===== config.mk =====
export PLATFORM = sky130hd
export DESIGN_NAME = cspm_ctrl
export DESIGN_NICKNAME = d
export VERILOG_FILES = /design/src/logic/cspm_pkg.sv /design/src/logic/cspm_ctrl.sv
export VERILOG_INCLUDE_DIRS = /design/src /design/src/logic
export SDC_FILE = /design/constraint.sdc
export NUM_CORES = 1
export LEC_CHECK = 0
export BUFFER_PORTS_ARGS = -buffer_cell sky130_fd_sc_hd__clkbuf_2
export CAP_MARGIN = 20
export CORE_MARGIN = 2
export CORE_UTILIZATION = 52
export CTS_CLUSTER_DIAMETER = 80
export DETAILED_ROUTE_END_ITERATION = 8
export GPL_TIMING_DRIVEN = 0
export PLACE_DENSITY = 0.78
export SKIP_CTS_REPAIR_TIMING = 1
export SYNTH_ARGS = -nofsm -noshare
export SYNTH_HDL_FRONTEND = slang
export SYNTH_SLANG_ARGS = --single-unit

===== constraint.sdc =====
create_clock -name clk -period 4.3 [get_ports clk]
set_clock_uncertainty 0.15 [all_clocks]
set_input_delay 0.43 -clock clk [delete_from_list [all_inputs] [get_ports clk]]
set_output_delay 0.43 -clock clk [all_outputs]
set_load 0.01 [all_outputs]

===== src/logic/cspm_map.svh =====
`ifndef CSPM_MAP_SVH
`define CSPM_MAP_SVH

// ****************************************
// Register map and field layout
// ****************************************
`define CSPM_OSCCTL_OFFSET 32'h0000_0000
`define CSPM_IDLE_BIT 7
`define CSPM_FREQ_HI 6
`define CSPM_FREQ_LO 4
`define CSPM_STT_BIT 3
`define CSPM_IOS_BIT 2
`define CSPM_SRC_HI 1
`define CSPM_SRC_LO 0
`define CSPM_RST_IDLE 1'h0
`define CSPM_RST_FREQ 3'h0
`define CSPM_RST_SRC 2'h0

// ****************************************
// Timing
// ****************************************
`define CSPM_CLK_MHZ 25
`define CSPM_OST_TICKS 1024
`define CSPM_SWITCH_TICKS 8
`define CSPM_FAST_STABLE_TICKS 16
`define CSPM_PLL_LOCK_US 2000
`define CSPM_POWERUP_TIMER_US 1000
`define CSPM_READY_MIN_US 5
`define CSPM_PLL_CYC (`CSPM_PLL_LOCK_US * `CSPM_CLK_MHZ)
`define CSPM_POWERUP_TIMER_CYC (`CSPM_POWERUP_TIMER_US * `CSPM_CLK_MHZ)
`define CSPM_READY_CYC (`CSPM_READY_MIN_US * `CSPM_CLK_MHZ)

`endif


===== src/logic/cspm_pkg.sv =====
package cspm_pkg;

   // Power managed modes.
   typedef enum logic [2:0] {
      CSPM_PRIMARY_RUN_MODE, CSPM_PRIMARY_IDLE_MODE, CSPM_SECONDARY_RUN_MODE, CSPM_SECONDARY_IDLE_MODE,
      CSPM_INT_RUN, CSPM_INT_IDLE, CSPM_SLEEP
   } cspm_mode_t;

   // Primary oscillator configuration.
   typedef enum logic [3:0] {
      CSPM_LP, CSPM_XT, CSPM_HS, CSPM_CRYSTAL_PLL_MODE, CSPM_RC, CSPM_RESISTOR_CAP_IO_MODE,
      CSPM_EC, CSPM_EXTERNAL_CLOCK_IO_MODE, CSPM_INT_CLKOUT, CSPM_INT_IO
   } cspm_osc_cfg_t;

   // Configuration straps.
   typedef struct packed {
      cspm_osc_cfg_t osc_cfg;
      logic two_speed_start_cfg;
      logic powerup_timer_en;
      logic watchdog_en;
      logic sec_osc_on;
      logic sec_keep_run;
   } cspm_cfg_t;

   // Oscillator ticks or enables, one bit per source.
   typedef struct packed {
      logic prim;
      logic sec;
      logic fast;
      logic slow;
   } cspm_osc_t;

endpackage


===== src/logic/cspm_ctrl.sv =====
`timescale 1ns/10ps
`include "cspm_map.svh"

module cspm_ctrl #(
   parameter int ADDR_W = 4,
   parameter int POWERUP_TIMER_CYC = `CSPM_POWERUP_TIMER_CYC,
   parameter int PLL_CYC = `CSPM_PLL_CYC
) (
   // Clock, reset, enable
   input wire logic clk,
   input wire logic reset_n,
   input wire logic ce,
   // AXI4-Lite slave
   input wire logic [ADDR_W-1:0] s_axi_awaddr,
   input wire logic s_axi_awvalid,
   output logic s_axi_awready,
   input wire logic [31:0] s_axi_wdata,
   input wire logic [3:0] s_axi_wstrb,
   input wire logic s_axi_wvalid,
   output logic s_axi_wready,
   output logic [1:0] s_axi_bresp,
   output logic s_axi_bvalid,
   input wire logic s_axi_bready,
   input wire logic [ADDR_W-1:0] s_axi_araddr,
   input wire logic s_axi_arvalid,
   output logic s_axi_arready,
   output logic [31:0] s_axi_rdata,
   output logic [1:0] s_axi_rresp,
   output logic s_axi_rvalid,
   input wire logic s_axi_rready,
   // Configuration and events
   input wire cspm_pkg::cspm_cfg_t cfg,
   input wire cspm_pkg::cspm_osc_t osc_tick,
   input wire logic sleep_trigger,
   input wire logic wake_interrupt,
   input wire logic wake_reset,
   input wire logic wake_watchdog,
   input wire logic port_bit6_out,
   input wire logic port_bit6_oe,
   // Clock outputs and status
   output cspm_pkg::cspm_osc_t osc_enable,
   output logic sys_tick,
   output logic cpu_tick,
   output logic periph_tick,
   output logic device_reset_hold,
   output logic exec_ready,
   output cspm_pkg::cspm_mode_t mode,
   output logic xtal_feedback_en,
   output logic second_oscillator_pin_out,
   output logic second_oscillator_pin_oe
);

   // ****************************************
   // State
   // ****************************************
   cspm_pkg::cspm_mode_t mode_reg, mode_next;
   logic idle_select_reg;
   logic [2:0] internal_freq_select_reg;
   logic [1:0] clock_source_select_reg;
   logic startup_timer_done_reg;
   logic internal_osc_stable_reg;
   logic pause_reg;
   logic [3:0] pause_cnt_reg;
   logic [10:0] ost_cnt_reg;
   logic [6:0] post_cnt_reg;
   logic [4:0] fast_cnt_reg;
   logic [31:0] powerup_timer_cnt_reg;
   logic [31:0] pll_cnt_reg;
   logic [7:0] ready_cnt_reg;
   logic clkout_reg;
   logic aw_full_reg, w_full_reg;
   logic [ADDR_W-1:0] aw_addr_reg;
   logic [7:0] w_data_reg;
   logic w_strb_reg;

   logic src_pri, src_sec, src_int;
   logic ost_done, pll_done, powerup_timer_done, ready_done, por_hold;
   logic trig_ok, wake_any, int_tick, src_tick, new_src_diff;
   logic xtal_mode, clkout_mode, prim_internal;
   logic [6:0] post_mask;
   cspm_pkg::cspm_osc_t en_next;
   logic [7:0] reg_value;

   // ****************************************
   // Mode decode
   // ****************************************
   // The source follows the active mode, never the select field directly.
   always_comb begin
      src_pri = (mode_reg == cspm_pkg::CSPM_PRIMARY_RUN_MODE) || (mode_reg == cspm_pkg::CSPM_PRIMARY_IDLE_MODE);
      src_sec = (mode_reg == cspm_pkg::CSPM_SECONDARY_RUN_MODE) || (mode_reg == cspm_pkg::CSPM_SECONDARY_IDLE_MODE);
      src_int = (mode_reg == cspm_pkg::CSPM_INT_RUN) || (mode_reg == cspm_pkg::CSPM_INT_IDLE);
      xtal_mode = (cfg.osc_cfg == cspm_pkg::CSPM_LP) || (cfg.osc_cfg == cspm_pkg::CSPM_XT) ||
                  (cfg.osc_cfg == cspm_pkg::CSPM_HS) || (cfg.osc_cfg == cspm_pkg::CSPM_CRYSTAL_PLL_MODE);
      clkout_mode = (cfg.osc_cfg == cspm_pkg::CSPM_RC) || (cfg.osc_cfg == cspm_pkg::CSPM_EC) ||
                    (cfg.osc_cfg == cspm_pkg::CSPM_INT_CLKOUT);
      prim_internal = (cfg.osc_cfg == cspm_pkg::CSPM_INT_CLKOUT) ||
                      (cfg.osc_cfg == cspm_pkg::CSPM_INT_IO);
   end

   // Next mode on a trigger or a wake event; wake wins over a trigger.
   always_comb begin
      trig_ok = sleep_trigger && exec_ready && !cpu_idle(mode_reg);
      wake_any = wake_interrupt || wake_reset || wake_watchdog;
      mode_next = mode_reg;
      if (wake_any) begin
         mode_next = cspm_pkg::CSPM_PRIMARY_RUN_MODE;
      end else if (trig_ok) begin
         // Bits as they stand now decide the mode.
         if (clock_source_select_reg[1]) begin
            mode_next = idle_select_reg ? cspm_pkg::CSPM_INT_IDLE : cspm_pkg::CSPM_INT_RUN;
         end else if (clock_source_select_reg[0]) begin
            // A stopped secondary oscillator makes the trigger a no-op.
            if (cfg.sec_osc_on) begin
               mode_next = idle_select_reg ? cspm_pkg::CSPM_SECONDARY_IDLE_MODE : cspm_pkg::CSPM_SECONDARY_RUN_MODE;
            end
         end else begin
            mode_next = idle_select_reg ? cspm_pkg::CSPM_PRIMARY_IDLE_MODE : cspm_pkg::CSPM_SLEEP;
         end
      end
      new_src_diff = (src_of(mode_next) != src_of(mode_reg)) &&
                     (mode_next != cspm_pkg::CSPM_SLEEP);
   end

   function automatic logic cpu_idle(input cspm_pkg::cspm_mode_t m);
      cpu_idle = (m == cspm_pkg::CSPM_PRIMARY_IDLE_MODE) || (m == cspm_pkg::CSPM_SECONDARY_IDLE_MODE) ||
                 (m == cspm_pkg::CSPM_INT_IDLE) || (m == cspm_pkg::CSPM_SLEEP);
   endfunction

   function automatic logic [1:0] src_of(input cspm_pkg::cspm_mode_t m);
      if ((m == cspm_pkg::CSPM_SECONDARY_RUN_MODE) || (m == cspm_pkg::CSPM_SECONDARY_IDLE_MODE)) begin
         src_of = 2'h1;
      end else if ((m == cspm_pkg::CSPM_INT_RUN) || (m == cspm_pkg::CSPM_INT_IDLE)) begin
         src_of = 2'h2;
      end else if (m == cspm_pkg::CSPM_SLEEP) begin
         src_of = 2'h3;
      end else begin
         src_of = 2'h0;
      end
   endfunction

   // Mode register.
   always_ff @(posedge clk) begin
      if (!reset_n) begin
         mode_reg <= cspm_pkg::CSPM_PRIMARY_RUN_MODE;
      end else if (ce) begin
         mode_reg <= mode_next;
      end
   end

   // ****************************************
   // Clock selection and switch pause
   // ****************************************
   // Postscaler: the mask shrinks as the field grows, 111 passes every tick.
   always_comb begin
      post_mask = 7'h7f >> internal_freq_select_reg;
      if (internal_freq_select_reg == 3'h0) begin
         int_tick = osc_tick.slow;
      end else begin
         int_tick = osc_tick.fast && ((post_cnt_reg & post_mask) == post_mask);
      end
      if (src_sec) begin
         src_tick = osc_tick.sec;
      end else if (src_int) begin
         src_tick = int_tick;
      end else if (src_pri) begin
         src_tick = osc_tick.prim;
      end else begin
         src_tick = 1'b0;
      end
   end

   always_ff @(posedge clk) begin
      if (!reset_n) begin
         post_cnt_reg <= 7'h00;
      end else if (ce && osc_tick.fast) begin
         post_cnt_reg <= post_cnt_reg + 7'h01;
      end
   end

   // Counting ticks of the new source after the request gives 7 to 8 of
   // its periods, since the request lands anywhere inside one period.
   always_ff @(posedge clk) begin
      if (!reset_n) begin
         pause_reg <= 1'b0;
         pause_cnt_reg <= 4'h0;
      end else if (ce) begin
         if (new_src_diff) begin
            pause_reg <= 1'b1;
            pause_cnt_reg <= 4'h0;
         end else if (pause_reg && src_tick) begin
            if (pause_cnt_reg == 4'(`CSPM_SWITCH_TICKS - 1)) begin
               pause_reg <= 1'b0;
            end
            pause_cnt_reg <= pause_cnt_reg + 4'h1;
         end
      end
   end

   // Gated system, core and peripheral ticks.
   always_ff @(posedge clk) begin
      if (!reset_n) begin
         sys_tick <= 1'b0;
         cpu_tick <= 1'b0;
         periph_tick <= 1'b0;
      end else if (ce) begin
         sys_tick <= src_tick && !pause_reg && !por_hold;
         cpu_tick <= src_tick && !pause_reg && !por_hold && !cpu_idle(mode_reg);
         periph_tick <= src_tick && !pause_reg && !por_hold;
      end
   end

   // ****************************************
   // Oscillator enables and pins
   // ****************************************
   always_comb begin
      en_next.prim = src_pri;
      en_next.sec = src_sec || cfg.sec_keep_run;
      en_next.fast = (internal_freq_select_reg != 3'h0) &&
                     (src_int || (src_pri && prim_internal));
      en_next.slow = cfg.watchdog_en ||
                     ((internal_freq_select_reg == 3'h0) && src_int);
   end

   // In Sleep the clock output modes park the pin low and I/O modes hand
   // it to the port; crystal modes stop the feedback inverter.
   always_ff @(posedge clk) begin
      if (!reset_n) begin
         osc_enable <= '0;
         xtal_feedback_en <= 1'b0;
         second_oscillator_pin_out <= 1'b0;
         second_oscillator_pin_oe <= 1'b0;
         clkout_reg <= 1'b0;
      end else if (ce) begin
         osc_enable <= en_next;
         xtal_feedback_en <= xtal_mode && en_next.prim;
         if (src_tick && !pause_reg) begin
            clkout_reg <= ~clkout_reg;
         end
         if (xtal_mode) begin
            second_oscillator_pin_out <= 1'b0;
            second_oscillator_pin_oe <= 1'b0;
         end else if (clkout_mode) begin
            second_oscillator_pin_out <= (mode_reg == cspm_pkg::CSPM_SLEEP) ? 1'b0 : clkout_reg;
            second_oscillator_pin_oe <= 1'b1;
         end else begin
            second_oscillator_pin_out <= port_bit6_out;
            second_oscillator_pin_oe <= port_bit6_oe;
         end
      end
   end

   // ****************************************
   // Power-up delays and status flags
   // ****************************************
   always_comb begin
      ost_done = !xtal_mode || !en_next.prim || (ost_cnt_reg == 11'(`CSPM_OST_TICKS));
      pll_done = (cfg.osc_cfg != cspm_pkg::CSPM_CRYSTAL_PLL_MODE) || (pll_cnt_reg == 32'(PLL_CYC));
      powerup_timer_done = !cfg.powerup_timer_en || (powerup_timer_cnt_reg == 32'(POWERUP_TIMER_CYC));
      ready_done = (ready_cnt_reg == 8'(`CSPM_READY_CYC));
      por_hold = !(powerup_timer_done && ost_done && pll_done);
      device_reset_hold = por_hold;
      exec_ready = !por_hold && ready_done;
      mode = mode_reg;
   end

   // Start-up count restarts whenever the primary oscillator is stopped.
   always_ff @(posedge clk) begin
      if (!reset_n) begin
         ost_cnt_reg <= 11'h000;
      end else if (ce) begin
         if (!en_next.prim) begin
            ost_cnt_reg <= 11'h000;
         end else if (osc_tick.prim && !ost_done) begin
            ost_cnt_reg <= ost_cnt_reg + 11'h001;
         end
      end
   end

   // Power-up timer and ready delay start at reset release;
   // the PLL lock delay alone waits for the start-up count first.
   always_ff @(posedge clk) begin
      if (!reset_n) begin
         powerup_timer_cnt_reg <= 32'h0;
         pll_cnt_reg <= 32'h0;
         ready_cnt_reg <= 8'h00;
      end else if (ce) begin
         if (!powerup_timer_done) begin
            powerup_timer_cnt_reg <= powerup_timer_cnt_reg + 32'h1;
         end
         if (ost_done && !pll_done) begin
            pll_cnt_reg <= pll_cnt_reg + 32'h1;
         end
         if (!ready_done) begin
            ready_cnt_reg <= ready_cnt_reg + 8'h01;
         end
      end
   end

   // Status flags follow hardware only; the bus never writes them.
   always_ff @(posedge clk) begin
      if (!reset_n) begin
         startup_timer_done_reg <= cfg.two_speed_start_cfg;
         internal_osc_stable_reg <= 1'b0;
         fast_cnt_reg <= 5'h00;
      end else if (ce) begin
         if (!por_hold) begin
            startup_timer_done_reg <= ost_done && src_pri && en_next.prim;
         end
         if (!en_next.fast) begin
            fast_cnt_reg <= 5'h00;
         end else if (osc_tick.fast && (fast_cnt_reg != 5'(`CSPM_FAST_STABLE_TICKS))) begin
            fast_cnt_reg <= fast_cnt_reg + 5'h01;
         end
         internal_osc_stable_reg <= en_next.fast &&
                                    (fast_cnt_reg == 5'(`CSPM_FAST_STABLE_TICKS));
      end
   end

   // ****************************************
   // AXI4-Lite register access
   // ****************************************
   always_comb begin
      reg_value = {idle_select_reg, internal_freq_select_reg, startup_timer_done_reg,
                   internal_osc_stable_reg, clock_source_select_reg};
      s_axi_awready = !aw_full_reg && !s_axi_bvalid;
      s_axi_wready = !w_full_reg && !s_axi_bvalid;
      s_axi_arready = !s_axi_rvalid;
   end

   // Address and data are caught separately, then written together.
   always_ff @(posedge clk) begin
      if (!reset_n) begin
         aw_full_reg <= 1'b0;
         w_full_reg <= 1'b0;
         aw_addr_reg <= '0;
         w_data_reg <= 8'h00;
         w_strb_reg <= 1'b0;
         s_axi_bvalid <= 1'b0;
         s_axi_bresp <= 2'h0;
         idle_select_reg <= `CSPM_RST_IDLE;
         internal_freq_select_reg <= `CSPM_RST_FREQ;
         clock_source_select_reg <= `CSPM_RST_SRC;
      end else if (ce) begin
         if (s_axi_awvalid && s_axi_awready) begin
            aw_full_reg <= 1'b1;
            aw_addr_reg <= s_axi_awaddr;
         end
         if (s_axi_wvalid && s_axi_wready) begin
            w_full_reg <= 1'b1;
            w_data_reg <= s_axi_wdata[7:0];
            w_strb_reg <= s_axi_wstrb[0];
         end
         if (aw_full_reg && w_full_reg) begin
            aw_full_reg <= 1'b0;
            w_full_reg <= 1'b0;
            s_axi_bvalid <= 1'b1;
            if (aw_addr_reg[ADDR_W-1:2] == `CSPM_OSCCTL_OFFSET >> 2) begin
               s_axi_bresp <= 2'h0;
               if (w_strb_reg) begin
                  // Bits 3 and 2 are left alone.
                  idle_select_reg <= w_data_reg[`CSPM_IDLE_BIT];
                  internal_freq_select_reg <= w_data_reg[`CSPM_FREQ_HI:`CSPM_FREQ_LO];
                  clock_source_select_reg <= w_data_reg[`CSPM_SRC_HI:`CSPM_SRC_LO];
               end
            end else begin
               s_axi_bresp <= 2'h2;
            end
         end else if (s_axi_bvalid && s_axi_bready) begin
            s_axi_bvalid <= 1'b0;
         end
      end
   end

   // Read channel; unmapped addresses answer SLVERR with zero data.
   always_ff @(posedge clk) begin
      if (!reset_n) begin
         s_axi_rvalid <= 1'b0;
         s_axi_rdata <= 32'h0;
         s_axi_rresp <= 2'h0;
      end else if (ce) begin
         if (s_axi_arvalid && s_axi_arready) begin
            s_axi_rvalid <= 1'b1;
            if (s_axi_araddr[ADDR_W-1:2] == `CSPM_OSCCTL_OFFSET >> 2) begin
               s_axi_rdata <= {24'h0, reg_value};
               s_axi_rresp <= 2'h0;
            end else begin
               s_axi_rdata <= 32'h0;
               s_axi_rresp <= 2'h2;
            end
         end else if (s_axi_rvalid && s_axi_rready) begin
            s_axi_rvalid <= 1'b0;
         end
      end
   end
endmodule


After elaboration in Yosys (flattened, before gate mapping) --
Index checks and enable logic that the tools add are counted.
Storage, ports and cells: word-level logic and storage cells 220, output and inout port bits 56, register bits after elaboration 174
Operators by class: shifts and indexed selects 1, eq/ne operators 33, mux-type cells 46, reductions and logical operators 95, bitwise gates (word level) 4, add/sub/neg operators 7
Operators by type and width (number):
- adder 32 x 1 -> 32 bit (second input constant) | 2
- equality test 32 x 15 -> 1 bit (second input constant) | 1
- equality test 32 x 16 -> 1 bit (second input constant) | 1
- AND reduction 2 bit | 16
- logical AND 1 bit | 30
- two-way mux 1 bit | 25
- logical OR 1 bit | 23
- two-way mux 11 bit | 2
- equality test 3 bit (second input constant) | 6
- two-way mux 3 bit | 6
- two-way mux 2 bit | 8
- equality test 3 x 2 -> 1 bit (second input constant) | 4
- equality test 4 x 3 -> 1 bit (second input constant) | 3
- logical NOT 1 bit | 12
- nonzero test 2 bit | 6
- adder 11 x 1 -> 11 bit (second input constant) | 1
- equality test 11 bit (second input constant) | 1
- two-way mux 5 bit | 2
- adder 8 x 1 -> 8 bit (second input constant) | 1
- equality test 4 x 2 -> 1 bit (second input constant) | 2
- equality test 4 bit (second input constant) | 2
- equality test 8 x 7 -> 1 bit (second input constant) | 1
- two-way mux 4 bit | 2
- two-way mux 8 bit | 1
- other kinds (21) | 28

Depth between registers and ports, before layout --
depth in word-level cells 22, mapped depth 11, mapped depth without buffers 10

Worst setup path after synthesis --
No wires, ideal clock.
kind register to register, from reg ready_cnt_reg[0], to reg pause_cnt_reg[0], data arrival time 2542 ps, buffers on the path 0, setup slack 1478 ps, setup time 130 ps, cell stages (with the launch flop) 10, required time 4020 ps, path through dfxtp_1 > ha_1 > nand3_1 > nor4b_1 > and3_1 > nand4_1 > mux2_2 > o32ai_2 > o21ai_0 > nor3b_1
Between the ends: longest elaborated chain between the ends 14, elaborated cells between the ends (all ways) 22
Ends and longest elaborated chain:
- start: declaration | line cspm_ctrl.sv:69 | logic [7:0] ready_cnt_reg;
- start signal: assignment | line cspm_ctrl.sv:294 | ready_cnt_reg <= ready_cnt_reg + 8'h01;
- equality test 8 x 7 -> 1 bit * | line cspm_ctrl.sv:259 | ready_done = (ready_cnt_reg == 8'(`CSPM_READY_CYC));
- logical AND 1 bit * | line cspm_ctrl.sv:262 | exec_ready = !por_hold && ready_done;
- logical AND 1 bit * (2 in a row) | line cspm_ctrl.sv:102 | trig_ok = sleep_trigger && exec_ready && !cpu_idle(mode_reg);
- two-way mux 3 bit * | line cspm_ctrl.sv:107 | end else if (trig_ok) begin
- two-way mux 3 bit * | line cspm_ctrl.sv:105 | if (wake_any) begin
- equality test 3 bit, on equally long branches | line cspm_ctrl.sv:134, cspm_ctrl.sv:132
- two-way mux 2 bit / logical OR 1 bit (equally long branches) | line cspm_ctrl.sv:134, cspm_ctrl.sv:132
- two-way mux 2 bit | line cspm_ctrl.sv:132 | end else if ((m == cspm_pkg::CSPM_INT_RUN) || (m == cspm_pkg::CSPM_INT_IDLE)) begin
- two-way mux 2 bit | line cspm_ctrl.sv:130 | if ((m == cspm_pkg::CSPM_SECONDARY_RUN_MODE) || (m == cspm_pkg::CSPM_SECONDARY_IDLE_MODE)) begin
- != test 2 bit | line cspm_ctrl.sv:120 | new_src_diff = (src_of(mode_next) != src_of(mode_reg)) &&
- logical AND 1 bit * | line cspm_ctrl.sv:120
- nonzero test 2 bit (no line)
- AND reduction 2 bit (no line)
- end signal: assignment | line cspm_ctrl.sv:194 | pause_cnt_reg <= pause_cnt_reg + 4'h1;
- end: declaration | line cspm_ctrl.sv:63 | logic [3:0] pause_cnt_reg;
Mark *: on every way between the ends. The rest lies on a longest branch, timed or not. A chain may end at the register's enable or synchronous reset.

Worst setup path after layout --
Same ends and word-level chain as after synthesis.

==> flow_metrics.tcl <==
set metrics [dict create \
    status "finished, final reports clean" \
    netlist_top_cells_area "dfxtp_1, nor2_1, xor2_1" \
    cts_buffers 17 \
    ys_dominant_reg_cell "dfxtp_1" \
    first_pass_iters 5 \
    yosysWarnings 0 \
    cts_num_sinks 143 \
    first_iter_violations 452 \
    clk_latency_ns 0.42 \
    wl_per_cell_um 14.5 \
    start_kind "register" \
    relSlewSlack_pct 27.3 \
    final_cell_mix "dfxtp_1, nor2_1, nand2_1" \
    final.fill_count 1159 \
    place_congestion 0.906 \
    powerDensity_nw_per_um2 369 \
    hold_violations 0 \
    num_vias 6073 \
    critical_path_class "reg2reg" \
    achievable-frequency_ghz 0.276 \
    synth-edff-count 1 \
    io_pins 127 \
    fin_crit_ns 3.63 \
    drive_gt1_share_pct 16.2 \
    overflow 0 \
    slowest_delay_ns 0.88 \
    portBuffers 67 \
    crit_chain "ha_1, nand3_1, nor4b_1, and3_1, nand4_1, mux2_2, o32ai_2, o21ai_0, nor3b_1" \
    final_nets 1022 \
    switchingPower_mw 0.680 \
    worstMarginPinSlew_ns 1.08 \
    drv_cap 0 \
    seq_area_frac_synth_pct 41.2 \
    grt_max_degree 17 \
    ys_ff_latch 143 \
    routed_wl_mm 16.4 \
    cp_max_fo 7 \
    path_buf_inv 0 \
    cts-root-buf "clkbuf_16" \
    grt_use_total_pct 23.8 \
    p_clk_share_pct 49.2 \
    grt_pass1_wl_mm 27.2 \
    antenna_found_initial 0 \
    diodes 0 \
    synth_top_area_share_pct 40.8 \
    drtAntennaViolNets 0 \
    grt_setup_unrepaired "no" \
    initial_core_util_pct 53.0 \
    power_frac_comb_pct 5.9 \
    die-area_um2 14300 \
    cp-end-kind "register" \
    worstPathRequired_ns 4.43 \
    drc 0 \
    clockBufferDepth 2 \
    hp-class "in2reg" \
    yosysTopAreaCell "dfxtp_1" \
    viasPerCell 5.38 \
    finalCritPeriodShare_pct 84.3 \
    post-route-util_pct 62.6 \
    report.final.slew_viol_count 0 \
    intPower_mw 2.36 \
    die_w_um 120 \
    final_common_cell "dfxtp_1" \
    leakagePower_nw 3.22 \
    arrival_ns 3.76 \
    swShare_pct 22.4 \
    areaGrowthSynthToFinish_pct 17.9 \
    postSynthCellCount 828 \
    crit_family "simple AND/OR/NAND/NOR gates" \
    clk_pin_slew_worst_paths_ns 0.06 \
    rrSetupSlack_ns 0.67 \
    synth-async-reset-ratio_pct 0 \
    die_h_um 120 \
    ir_worst_vdd_mv 0.368 \
    synth_area_um2 6970 \
    syn_avg_cell_area_um2 8.42 \
    dpl.hpwl_mm 11.8 \
    tns_ns 0 \
    cts_tree "yes" \
    core_area_um2 13100 \
    cp_slowest_cell "nor4b_1" \
    h-tree-depth 4 \
    grt_use_met3_pct 5.70 \
    grt-busiest-layer "met2" \
    setup_viol 0 \
    rows 42 \
    power.share.sequential_pct 44.9 \
    met1_usage_pct 31.2 \
    grt_util_met2_pct 38.3 \
    grt_pass1_vias 5752 \
    ys_types 71 \
    holdWs_ns 0.0936 \
]
## per-layer routing
| layer | routed length, µm | part of all wire (%) |
|---|---|---|
| met1 | 7600 | 46 |
| met4 | 265 | 1.6 |
| met2 | 7780 | 47 |
| met3 | 767 | 4.7 |
| met5 | 0 | 0 |
## tightest hold or removal path, cell delays in order
cell and delay (ns):
clkbuf_2 0.08, mux2i_1 0.06, nor2_1 0.07
## cell type report
type                    instances  area [µm²]  share of cell area (%)
plain buffers                  56         338                    4.11
clock buffers                  22         464                    5.65
clock inverters                10         136                    1.66
inverters                      23        86.3                    1.05
multi-input cells             631        3760                    45.8
flip-flops and latches        143        2870                    35.0
well taps                     176         220                    2.68
repair buffers                 67         335                    4.08
## cell usage after synthesis (all sizes together) (8+ instances only)
master,instances
dfxtp,142
nor2,138
nand2,72
a21oi,44
nand3,43
xor2,39
buf,32
xnor2,32
o21ai,27
nand4,24
and3,23
clkbuf,23
inv,23
or3,21
mux2i,20
nor3,13
ha,12
nor4,10
and2,9
nor4b,8
## power groups by stage
stage | clock network (mW) | logic [mW] | registers [mW]
4_1_cts | 1.51 | 0.179 | 1.36
2_1_floorplan | 0 | 0.113 | 1.39
6_report | 1.49 | 0.180 | 1.36
3_5_place_dp | 0 | 0.176 | 1.39
5_1_grt | 1.56 | 0.198 | 1.36
3_3_place_gp | 0 | 0.175 | 1.39
## path summary, 6_finish.rpt
check | cells past startpoint | end | from
min reg2reg | 2 | s_axi_rdata[2] | s_axi_rdata[2]
min | 3 | aw_addr_reg[3] | s_axi_awaddr[3]
max reg2reg | 9 | pause_cnt_reg[0] | ready_cnt_reg[0]
max | 9 | pause_cnt_reg[0] | ready_cnt_reg[0]
## logic make-up after synthesis
kind of cell	Yosys count	share of synthesized area (%)
other	1	0.0538
AO/OA/AOI/OAI	116	10.8
multiplexers	21	3.03
XOR/XNOR	71	8.92
adder cells (fa/ha/maj)	12	2.15
flip-flops	143	41.2
AND/OR/NAND/NOR	385	27.7
buffers and inverters	79	6.09
## metrics by stage
step	instances	setup WS, ns	area [µm²]	total power [mW]
detailed placement	1096	0.807	7620	1.57
floorplan	853	1.48	7060	1.50
global route	1128	0.427	8220	3.13
CTS	1128	0.750	8220	3.05
finish	1128	0.675	8220	3.04
global placement	1096	0.858	7620	1.56
(Power assumes the default switching activity.)
